==> src/shared/eag_pkg.sv <==
// Constants, types and table contents of the emulation address generator
// Contract
// [RULE_01] Partly decode instructions, supply start addresses
// [RULE_02] Operand, execute and interrupt-vector address tables
// [RULE_03] Vector address only when priority logic enables
// [RULE_04] Double: two operands; single: one; control: none
// [RULE_05] One operand sequence fetches one operand
// [RULE_06] Execution sequence always; its end completes emulation
// [RULE_07] Execute ROM gives 16-bit word per key
// [RULE_08] Eight word bits form execution start address
// [RULE_09] Four word bits steer internal special functions
// [RULE_10] Top four bits gate status flag updates
// [RULE_11] Status bits: 3 negative, 2 zero, 1 overflow, 0 carry
// [RULE_12] Flags update right after next fetch issued
// [RULE_13] Status word readable on register bus and operand bus
// [RULE_14] Instruction and microstatus readable on operand bus
// [RULE_15] Operand-field address selects operand bus source
// [RULE_16] Field codes and special bit layout chosen here
package eag_pkg;
    // Register byte addresses
    localparam logic [4:0] REG_CTRL = 5'h00;
    localparam logic [4:0] REG_STATUS_WORD = 5'h04;
    localparam logic [4:0] REG_INSTR = 5'h08;
    localparam logic [4:0] REG_MICROSTATUS = 5'h0c;
    localparam logic [4:0] REG_INT_STATUS = 5'h10;
    localparam logic [4:0] REG_INT_CLEAR = 5'h14;
    localparam logic [4:0] REG_INT_ENABLE = 5'h18;
    // Control register fields and reset value
    localparam int CTRL_DECODE_EN = 0;
    localparam logic [1:0] CTRL_RESET = 2'h1;
    localparam logic [15:0] STATUS_WORD_RESET = 16'h0000;
    // Status flag positions
    localparam int FLAG_N = 3;
    localparam int FLAG_Z = 2;
    localparam int FLAG_V = 1;
    localparam int FLAG_C = 0;
    // Event bits
    localparam int EV_DONE = 0;
    localparam int EV_VECTOR = 1;
    localparam int EV_HALT = 2;
    localparam int EV_W = 3;
    // Operand-bus source codes in the A-operand field
    localparam logic [3:0] AF_INSTR = 4'h1;
    localparam logic [3:0] AF_STATUS = 4'h2;
    localparam logic [3:0] AF_MICRO = 4'h3;
    // Special control bit positions in the execute word
    localparam int SP_SKIP_OP2 = 0;
    localparam int SP_NO_FLAGS = 2;
    localparam int SP_HALT = 3;
    // Table address bases and flag-control masks
    localparam logic [1:0] OPND_BASE = 2'h2;
    localparam logic [4:0] VEC_BASE = 5'h18;
    localparam logic [3:0] ALL_FLAGS = 4'hf;
    localparam logic [3:0] NZV_FLAGS = 4'he;

    typedef enum logic [1:0] {CL_CTRL, CL_SINGLE, CL_DOUBLE} eag_class_t;
    typedef enum logic [1:0] {SK_OPND, SK_EXEC, SK_VECT} eag_kind_t;

    typedef struct packed {
        logic [3:0] flag_ctl;
        logic [3:0] special;
        logic [7:0] start;
    } eag_exec_word_t;

    typedef struct packed {
        eag_kind_t kind;
        logic [7:0] start;
    } eag_seq_t;
endpackage

==> src/logic/eag_core.sv <==
// Instruction decoder and start-address generator with status and bus slave
module eag_core
    import eag_pkg::*;
(
    // Clock and reset
    input wire logic clk_i,
    input wire logic rst_n_i,
    // Avalon-MM slave
    input wire logic [4:0] avs_address_i,
    input wire logic avs_read_i,
    input wire logic avs_write_i,
    input wire logic [31:0] avs_writedata_i,
    output logic [31:0] avs_readdata_o,
    output logic avs_waitrequest_o,
    output logic irq_o,
    // Instruction and sequencer handshake
    input wire logic instr_load_i,
    input wire logic [15:0] m_side_bus_i,
    input wire logic seq_take_i,
    input wire logic seq_end_i,
    output logic seq_valid_o,
    output eag_seq_t sequence_start_address_o,
    output logic emu_done_o,
    // Interrupt priority logic
    input wire logic irq_req_i,
    input wire logic vector_enable_i,
    input wire logic [2:0] irq_level_i,
    // Flag update path
    input wire logic fetch_issued_i,
    input wire logic flag_fw_en_i,
    input wire logic [3:0] alu_flags_i,
    // A-operand bus
    input wire logic a_sel_i,
    input wire logic [3:0] a_field_i,
    output logic [15:0] a_operand_bus_o
);
    typedef enum logic [2:0] {ST_IDLE, ST_OPER1, ST_OPER2, ST_EXEC, ST_VECT} eag_state_t;

    function automatic eag_class_t instr_class(input logic [15:0] ir);
        unique case (ir[15:14])
            2'b00: instr_class = CL_CTRL;
            2'b01: instr_class = CL_SINGLE;
            default: instr_class = CL_DOUBLE;
        endcase
    endfunction

    // Variable selector: which bits address the execute table
    function automatic logic [5:0] exec_key(input logic [15:0] ir);
        unique case (instr_class(ir))
            CL_DOUBLE: exec_key = {2'b10, ir[15:12]};
            CL_SINGLE: exec_key = {2'b01, ir[9:6]};
            default: exec_key = {2'b00, ir[3:0]};
        endcase
    endfunction

    // Execute ROM contents as a constant function of the key
    function automatic eag_exec_word_t exec_rom(input logic [5:0] key);
        eag_exec_word_t w;
        w.start = {1'b0, key, 1'b0};
        w.special = 4'h0;
        unique case (key[5:4])
            2'b10: begin
                w.flag_ctl = ALL_FLAGS;
                w.special[SP_SKIP_OP2] = (key[3:0] == 4'h1);
            end
            2'b01: w.flag_ctl = NZV_FLAGS;
            default: begin
                w.flag_ctl = key[3:0];
                w.special[SP_NO_FLAGS] = (key[3:0] == 4'h0);
                w.special[SP_HALT] = (key[3:0] == 4'h1);
            end
        endcase
        exec_rom = w;
    endfunction

    // Operand table: slot 0 source, slot 1 destination
    function automatic logic [7:0] opnd_rom(input logic slot, input logic [2:0] mode);
        opnd_rom = {OPND_BASE, slot, mode, 2'b00};
    endfunction

    eag_state_t state_reg;
    logic issued_reg;
    logic [15:0] emulated_instruction_reg;
    eag_exec_word_t exec_word;
    eag_class_t cls;
    eag_seq_t seq_reg;
    logic done_reg;
    logic [15:0] emulated_status_word;
    logic [3:0] flag_ctl_reg;
    logic flag_pend_reg;
    logic [15:0] microstatus_reg;
    logic [15:0] a_bus_reg;
    logic [1:0] ctrl_reg;
    logic [EV_W-1:0] int_status_reg;
    logic [EV_W-1:0] int_enable_reg;
    logic [EV_W-1:0] events;
    logic ack_reg;
    logic [31:0] rdata_reg;
    logic wr_fire;
    logic halt_reg;
    logic go_vect;
    logic go_instr;

    assign exec_word = exec_rom(exec_key(emulated_instruction_reg)); // RULE_07
    assign cls = instr_class(emulated_instruction_reg); // RULE_01
    assign go_vect = irq_req_i && vector_enable_i; // RULE_03
    assign go_instr = instr_load_i && ctrl_reg[CTRL_DECODE_EN] && !halt_reg;

    // Avalon slave: one wait cycle on every access
    assign avs_waitrequest_o = (avs_read_i || avs_write_i) && !ack_reg;
    assign wr_fire = avs_write_i && ack_reg;
    assign avs_readdata_o = rdata_reg;

    always_ff @(posedge clk_i) begin
        if (!rst_n_i) begin
            ack_reg <= 1'b0;
        end else begin
            ack_reg <= (avs_read_i || avs_write_i) && !ack_reg;
        end
    end

    always_ff @(posedge clk_i) begin
        if (!rst_n_i) begin
            rdata_reg <= 32'h0;
        end else if (avs_read_i && !ack_reg) begin
            unique case (avs_address_i)
                REG_CTRL: rdata_reg <= {30'h0, ctrl_reg};
                REG_STATUS_WORD: rdata_reg <= {16'h0, emulated_status_word}; // RULE_13
                REG_INSTR: rdata_reg <= {16'h0, emulated_instruction_reg};
                REG_MICROSTATUS: rdata_reg <= {16'h0, microstatus_reg};
                REG_INT_STATUS: rdata_reg <= {29'h0, int_status_reg};
                REG_INT_ENABLE: rdata_reg <= {29'h0, int_enable_reg};
                default: rdata_reg <= 32'h0;
            endcase
        end
    end

    always_ff @(posedge clk_i) begin
        if (!rst_n_i) begin
            ctrl_reg <= CTRL_RESET;
            int_enable_reg <= '0;
        end else if (wr_fire) begin
            if (avs_address_i == REG_CTRL) begin
                ctrl_reg <= avs_writedata_i[1:0];
            end
            if (avs_address_i == REG_INT_ENABLE) begin
                int_enable_reg <= avs_writedata_i[EV_W-1:0];
            end
        end
    end

    // Sticky events; a new event outranks a same-cycle clear
    always_ff @(posedge clk_i) begin
        if (!rst_n_i) begin
            int_status_reg <= '0;
        end else if (wr_fire && avs_address_i == REG_INT_CLEAR) begin
            int_status_reg <= (int_status_reg & ~avs_writedata_i[EV_W-1:0]) | events;
        end else begin
            int_status_reg <= int_status_reg | events;
        end
    end

    assign irq_o = |(int_status_reg & int_enable_reg);

    // Sequencing of operand, execution and vector sequences
    always_ff @(posedge clk_i) begin
        if (!rst_n_i) begin
            state_reg <= ST_IDLE;
            issued_reg <= 1'b0;
            emulated_instruction_reg <= 16'h0;
        end else begin
            if (seq_valid_o && seq_take_i) begin
                issued_reg <= 1'b1;
            end
            unique case (state_reg)
                ST_IDLE: begin
                    issued_reg <= 1'b0;
                    // Interrupts are taken only between instructions
                    if (go_vect) begin
                        state_reg <= ST_VECT; // RULE_03
                    end else if (go_instr) begin
                        emulated_instruction_reg <= m_side_bus_i;
                        unique case (instr_class(m_side_bus_i)) // RULE_04
                            CL_CTRL: state_reg <= ST_EXEC;
                            default: state_reg <= ST_OPER1;
                        endcase
                    end
                end
                ST_OPER1: if (issued_reg && seq_end_i) begin
                    issued_reg <= 1'b0;
                    if (cls == CL_DOUBLE && !exec_word.special[SP_SKIP_OP2]) begin
                        state_reg <= ST_OPER2; // RULE_04
                    end else begin
                        state_reg <= ST_EXEC; // RULE_09
                    end
                end
                ST_OPER2: if (issued_reg && seq_end_i) begin
                    issued_reg <= 1'b0;
                    state_reg <= ST_EXEC;
                end
                ST_EXEC, ST_VECT: if (issued_reg && seq_end_i) begin
                    issued_reg <= 1'b0;
                    state_reg <= ST_IDLE; // RULE_06
                end
                default: state_reg <= ST_IDLE;
            endcase
        end
    end

    assign seq_valid_o = (state_reg != ST_IDLE) && !issued_reg;

    // Start address per state from the matching table
    always_ff @(posedge clk_i) begin
        if (!rst_n_i) begin
            seq_reg <= '{kind: SK_EXEC, start: 8'h0};
        end else begin
            unique case (state_reg)
                ST_OPER1: seq_reg <= '{kind: SK_OPND, start: opnd_rom(cls == CL_SINGLE,
                    cls == CL_SINGLE ? emulated_instruction_reg[5:3] : emulated_instruction_reg[11:9])}; // RULE_05
                ST_OPER2: seq_reg <= '{kind: SK_OPND, start: opnd_rom(1'b1, emulated_instruction_reg[5:3])}; // RULE_05
                ST_EXEC: seq_reg <= '{kind: SK_EXEC, start: exec_word.start}; // RULE_08
                ST_VECT: seq_reg <= seq_reg;
                default: if (go_vect) begin
                    seq_reg <= '{kind: SK_VECT, start: {VEC_BASE, irq_level_i}}; // RULE_02
                end
            endcase
        end
    end

    // Address is registered, so each state spends one settle cycle
    logic settle_reg;
    always_ff @(posedge clk_i) begin
        if (!rst_n_i) begin
            settle_reg <= 1'b0;
        end else begin
            settle_reg <= seq_valid_o;
        end
    end
    assign sequence_start_address_o = seq_reg;

    // Completion pulse and halt on special control bit
    always_ff @(posedge clk_i) begin
        if (!rst_n_i) begin
            done_reg <= 1'b0;
            halt_reg <= 1'b0;
        end else begin
            done_reg <= (state_reg == ST_EXEC) && issued_reg && seq_end_i; // RULE_06
            // Halt event outranks a same-cycle control write, so no halt is lost
            if (state_reg == ST_EXEC && issued_reg && seq_end_i && exec_word.special[SP_HALT]) begin
                halt_reg <= 1'b1; // RULE_09
            end else if (wr_fire && avs_address_i == REG_CTRL) begin
                halt_reg <= 1'b0;
            end
        end
    end
    assign emu_done_o = done_reg;

    assign events[EV_DONE] = done_reg;
    assign events[EV_VECTOR] = (state_reg == ST_VECT) && issued_reg && seq_end_i;
    assign events[EV_HALT] = (state_reg == ST_EXEC) && issued_reg && seq_end_i && exec_word.special[SP_HALT];

    // Flag control is armed at execution end and applied after next fetch
    always_ff @(posedge clk_i) begin
        if (!rst_n_i) begin
            flag_ctl_reg <= 4'h0;
            flag_pend_reg <= 1'b0;
        end else if (state_reg == ST_EXEC && issued_reg && seq_end_i) begin
            flag_ctl_reg <= exec_word.special[SP_NO_FLAGS] ? 4'h0 : exec_word.flag_ctl; // RULE_10
            flag_pend_reg <= 1'b1;
        end else if (fetch_issued_i) begin
            flag_pend_reg <= 1'b0;
        end
    end

    always_ff @(posedge clk_i) begin
        if (!rst_n_i) begin
            emulated_status_word <= STATUS_WORD_RESET;
        end else begin
            if (wr_fire && avs_address_i == REG_STATUS_WORD) begin
                emulated_status_word <= avs_writedata_i[15:0];
            end
            // Hardware flag update wins over a bus write on the bits of 3:0 selected by flag_ctl_reg
            if (fetch_issued_i && flag_pend_reg && flag_fw_en_i) begin // RULE_12
                for (int i = FLAG_C; i <= FLAG_N; i++) begin // RULE_11
                    if (flag_ctl_reg[i]) begin
                        emulated_status_word[i] <= alu_flags_i[i]; // RULE_10
                    end
                end
            end
        end
    end

    always_ff @(posedge clk_i) begin
        if (!rst_n_i) begin
            microstatus_reg <= 16'h0;
        end else begin
            microstatus_reg <= {4'h0, exec_word.special, 1'b0, halt_reg, flag_pend_reg,
                issued_reg, cls, state_reg == ST_IDLE, state_reg == ST_VECT};
        end
    end

    // Operand bus multiplexer selected by the A-operand field
    always_ff @(posedge clk_i) begin
        if (!rst_n_i) begin
            a_bus_reg <= 16'h0;
        end else if (a_sel_i) begin
            unique case (a_field_i) // RULE_16
                AF_INSTR: a_bus_reg <= emulated_instruction_reg; // RULE_14
                AF_STATUS: a_bus_reg <= emulated_status_word; // RULE_13
                AF_MICRO: a_bus_reg <= microstatus_reg; // RULE_15
                default: a_bus_reg <= 16'h0;
            endcase
        end else begin
            a_bus_reg <= 16'h0;
        end
    end
    assign a_operand_bus_o = a_bus_reg;

    a_wait_one: assert property (@(posedge clk_i) disable iff (!rst_n_i)
        avs_waitrequest_o |=> !avs_waitrequest_o)
        else $error("waitrequest held longer than one cycle");
    a_vector_gate: assert property (@(posedge clk_i) disable iff (!rst_n_i) // RULE_03
        (state_reg == ST_IDLE) ##1 (state_reg == ST_VECT) |-> $past(go_vect))
        else $error("vector sequence without enable");
    a_vector_addr: assert property (@(posedge clk_i) disable iff (!rst_n_i) // RULE_02
        (state_reg == ST_IDLE && go_vect) |=> seq_reg.kind == SK_VECT && seq_reg.start[2:0] == $past(irq_level_i))
        else $error("vector address mismatch");
    a_double_two: assert property (@(posedge clk_i) disable iff (!rst_n_i) // RULE_04
        (state_reg == ST_OPER1 && issued_reg && seq_end_i && cls == CL_DOUBLE && !exec_word.special[SP_SKIP_OP2])
        |=> state_reg == ST_OPER2)
        else $error("double operand skipped second fetch");
    a_ctrl_exec: assert property (@(posedge clk_i) disable iff (!rst_n_i) // RULE_04
        (state_reg == ST_IDLE && !go_vect && go_instr && m_side_bus_i[15:14] == 2'b00) |=> state_reg == ST_EXEC)
        else $error("control instruction fetched operands");
    a_done_exec: assert property (@(posedge clk_i) disable iff (!rst_n_i) // RULE_06
        emu_done_o |-> $past(state_reg == ST_EXEC) && state_reg == ST_IDLE)
        else $error("completion without execution sequence");
    a_exec_addr: assert property (@(posedge clk_i) disable iff (!rst_n_i) // RULE_08
        (state_reg == ST_EXEC && settle_reg && seq_valid_o) |-> seq_reg.start == exec_word.start)
        else $error("execution address not from table");
    a_op_addr: assert property (@(posedge clk_i) disable iff (!rst_n_i) // RULE_05
        (state_reg == ST_OPER2 && settle_reg && seq_valid_o) |-> seq_reg.kind == SK_OPND)
        else $error("operand sequence kind wrong");
    // Same-cycle bus write alters the unselected flag bits
    a_flag_update: assert property (@(posedge clk_i) disable iff (!rst_n_i) // RULE_10
        (fetch_issued_i && flag_pend_reg && flag_fw_en_i && !(wr_fire && avs_address_i == REG_STATUS_WORD))
        |=> emulated_status_word[3:0] ==
        (($past(alu_flags_i) & $past(flag_ctl_reg)) | ($past(emulated_status_word[3:0]) & ~$past(flag_ctl_reg))))
        else $error("flag update wrong");
    a_flag_hold: assert property (@(posedge clk_i) disable iff (!rst_n_i) // RULE_12
        !(fetch_issued_i && flag_pend_reg) && !(wr_fire && avs_address_i == REG_STATUS_WORD)
        |=> $stable(emulated_status_word[3:0]))
        else $error("flags changed outside update cycle");
    a_abus_instr: assert property (@(posedge clk_i) disable iff (!rst_n_i) // RULE_14
        (a_sel_i && a_field_i == AF_INSTR) |=> a_operand_bus_o == $past(emulated_instruction_reg))
        else $error("operand bus not instruction");
    // Sticky status: an enabled event raises the interrupt on the next cycle
    a_irq_level: assert property (@(posedge clk_i) disable iff (!rst_n_i)
        |(events & int_enable_reg) && !(wr_fire && avs_address_i == REG_INT_ENABLE) |=> irq_o)
        else $error("enabled event did not raise interrupt");
    a_halt_wins: assert property (@(posedge clk_i) disable iff (!rst_n_i) // RULE_09
        events[EV_HALT] |=> halt_reg)
        else $error("halt lost to control write");

    c_double_done: cover property (@(posedge clk_i) disable iff (!rst_n_i)
        state_reg == ST_OPER2 ##[1:50] emu_done_o);
    c_vector: cover property (@(posedge clk_i) disable iff (!rst_n_i)
        events[EV_VECTOR]);
    c_flags: cover property (@(posedge clk_i) disable iff (!rst_n_i)
        fetch_issued_i && flag_pend_reg && flag_fw_en_i && flag_ctl_reg != 4'h0);
    c_halt: cover property (@(posedge clk_i) disable iff (!rst_n_i)
        events[EV_HALT]);
    c_int_clear: cover property (@(posedge clk_i) disable iff (!rst_n_i)
        wr_fire && avs_address_i == REG_INT_CLEAR && |int_status_reg);
endmodule

==> config.mk <==
export PLATFORM = sky130hd
export DESIGN_NAME = eag_core
export DESIGN_NICKNAME = d
export VERILOG_FILES = /design/src/shared/eag_pkg.sv /design/src/logic/eag_core.sv
export SDC_FILE = /design/constraint.sdc
export NUM_CORES = 1
export LEC_CHECK = 0
export BUFFER_PORTS_ARGS = -buffer_cell sky130_fd_sc_hd__buf_2
export CAP_MARGIN = 20
export CORE_UTILIZATION = 50
export CTS_CLUSTER_SIZE = 40
export DETAILED_ROUTE_END_ITERATION = 8
export MAX_ROUTING_LAYER = met4
export PLACE_DENSITY = 0.78
export SYNTH_ARGS = -nofsm -noshare
export SYNTH_HDL_FRONTEND = slang
export SYNTH_SLANG_ARGS = --single-unit
==> constraint.sdc <==
create_clock -name clk_i -period 1.8 [get_ports clk_i]
set_input_delay 0.36 -clock clk_i [delete_from_list [all_inputs] [get_ports clk_i]]
set_output_delay 0.36 -clock clk_i [all_outputs]
set_load 0.02 [all_outputs]
==> impl_results.md <==
- Antenna violations before repair: 0
- Ports: approximately 140
- CTS H-tree lvls: 3
- Vias in the first global route: 4090
- CP startpoint kind: flip-flop
- Lkg Pwr: 2.36 nW
- Avg Cell Area, Syn: ~8.9 um2
- Core outline area: 9200 um2
- Seq/Total Area, Yosys: 0.441
- CTS tree: yes
- Fmax: 0.580 GHz
- Worst Setup End Kind: primary output
- R2R setup slack: 0.20 ns
- Skew final: 0.00993 ns
- Unrepaired setup endpoints after global routing: false
- Synth cell types: 59
- Crit-path slowest cell: dfxtp_2
- Pre-CTS setup slack: ~0.14 ns
- GPL Wtd Cong: 0.919
- Ant diodes: 0
- WP data arrival: 1.37 ns
- Hold Path Depth: 2
- CTS root buf: clkbuf_8
- Total congestion overflow: 0
- Setup TNS Final: 0 ns
- Max-Cap Viols: 0
- Final setup violating endpoints: 0
- Synthesized area: 4720 um2
- Postcts setup bufs: 0
- Max Slew Vio Count: 0
- Routed via count: 4233
- DR iter-0 viols: 280
- Clock Path Buffers: 2
- Post-synth top cells: dfxtp_1, nand2_1, a22oi_1
- Largest net degree at the start of global routing: 36
- Hpwl dp: 9030 um
- Later-pin clock latency in the skew report: ~0.38 ns
- DRC: 0
- # fillers: 791
- DIE WIDTH: 99.1 um
- RR Startpoint: emulated_instruction_reg[14]
- First-pass GRT wire length: approximately 20000 um
- Number of buffers created by CTS: 9
- #FFs+latches synth: 104
- Final min period: 1.73 ns
- Die H: 99.1 um
- Reg clk slew, reported paths: 0.09 ns
- Post-route worst setup slack: about 0.075 ns
- Die area: a little under 10000 um2
- Fin nets: 712
- Critical path class: reg -> out
- Crit-path max cell delay: 0.43 ns
- Site row count: 35
- Synth-to-Final Area Change: 19.1%
- Hold Startpoint: seq_end_i
- Share of cells above drive strength 1: 0.262
- Min-Delay Endpoint: state_reg[2]
- Post-synth top area share: 0.441
- Count of input and output buffers: 105
- Final Hold Fails: 0
- Critical path, cell by cell: nor2_2 > buf_4 > a21oi_1 > buf_2
- Global router's overall resource usage: 0.267
- Synthesized instance count: 527
- First-pass iteration count of the detailed router: 5
- DR WL/cell: approximately 16 um
- Yosys warns: 0
- Drt total wl: 12400 um
- Most area-hungry cell type in the Yosys netlist: dfxtp_1
- EDFF count, synth: 0
- Post-synth top flop: dfxtp_1
- Largest cells by area after synthesis: dfxtp_1, nand2_1, mux2i_1
- Final Cycle Share: 0.959
- Post-synth ARST share: 0
- Worst-path fanout max: 8
- Worst Reg-to-Reg Cells: 5
- Core Util, Final: 0.611
- Hold Path Class: in -> reg
- # clock sinks: about 100
- Required @ worst endpoint: 1.44 ns
- Initial Util: 0.513
- R2r endpoint: halt_reg
- Count leader, synth: dfxtp_1
- Hold WS: between 0.15 and 0.2 ns
- Vias per cell: 5.63
- Status: finished, final reports clean
- Power per cell area: 910 nW/um2
- Post-route ant nets: 0
- VDD IR max: 0.530 mV
==> worst max-delay path, delay by kind of cell, from the launching register on <==
family | cells | cell delay, ns
buf+inv | 2 | 0.34
flops | 1 | 0.43
compound gates | 1 | 0.15
simple gates | 1 | 0.07
==> layer usage <==
metal	GRT usage	share of wire	vias to the layer above
met5	-	0	-
met4	0.112	0.028	0
met3	0.0436	0.069	33
met2	0.421	0.46	180
met1	0.341	0.44	1973
li1	-	-	2047
==> cells by family after synthesis <==
kind of cell,synth area share
other,0.000795
flip-flops,0.441
AND/OR/NAND/NOR,0.197
multiplexers,0.0865
XOR/XNOR,0.00186
buffers and inverters,0.0693
AO/OA/AOI/OAI,0.204
==> worst max path at each step <==
stage,from,to,slack (ns),cells past startpoint
floorplan,irq_req_i,emulated_instruction_reg[0],0.18,5
global placement,irq_req_i,emulated_instruction_reg[14],0.19,6
detailed placement,irq_req_i,emulated_instruction_reg[9],0.14,6
CTS,state_reg[0],seq_valid_o,0.02,4
global route,state_reg[1],seq_valid_o,0.02,4
finish,state_reg[1],seq_valid_o,0.07,4
==> power by group <==
group	total [W]	internal (W)	switching (W)	leakage (nW)
registers	0.00256	0.00243	0.000135	0.845
clock network	0.00154	0.000720	0.000818	0.0948
logic	0.00101	0.000434	0.000577	1.42
total	0.00511	0.00358	0.00153	2.36
==> final cells by class <==
type	count	area (um2)	share of cell area
multi-input combinational	379	2370	0.423
sequential	104	2090	0.371
timing repair buffer	134	781	0.139
clock buffer	12	155	0.0276
tap	111	139	0.0247
clock inverter	4	52.6	0.00935
inverter	8	30.0	0.00535
==> per-stage QoR <==
step | total power [W] | std cells | area (um2)
finish | 0.00511 | 752 | 5620
global route | 0.00531 | 752 | 5620
CTS | 0.00509 | 752 | 5610
detailed placement | 0.00360 | 736 | 5400
global placement | 0.00357 | 736 | 5400
floorplan | 0.00326 | 543 | 4780
==> cell usage in the layout (no fill, tap or decap), types with 3 or more instances in the layout <==
master,netlist,layout
a21boi_1,15,15
a21o_1,4,4
a21oi_1,24,24
a22oi_1,31,31
a31oi_1,5,5
a32o_1,3,3
and2_1,18,18
and3_1,7,7
buf_12,1,3
buf_2,8,105
buf_4,16,26
clkbuf_8,0,11
clkinvlp_4,0,3
conb_1,1,17
dfxtp_1,104,101
dfxtp_2,0,3
inv_1,8,8
mux2_1,5,5
mux2_2,7,7
mux2i_1,25,25
nand2_1,76,76
nand2b_1,3,3
nand3_1,9,9
nand4_1,3,3
nor2_1,21,20
nor2b_1,27,27
nor3_1,5,4
o211a_1,5,5
o21a_1,3,3
o21ai_0,27,27
o21ai_1,3,3
==> repair_timing <==
item	CTS	global route
hold buffers	0	0
pin swaps	0	0
endpoints found under the hold margin	0	0
resized for setup	2	3
setup endpoints to repair	1	3
gates cloned	0	0
Power figures use the tool's default switching activity.
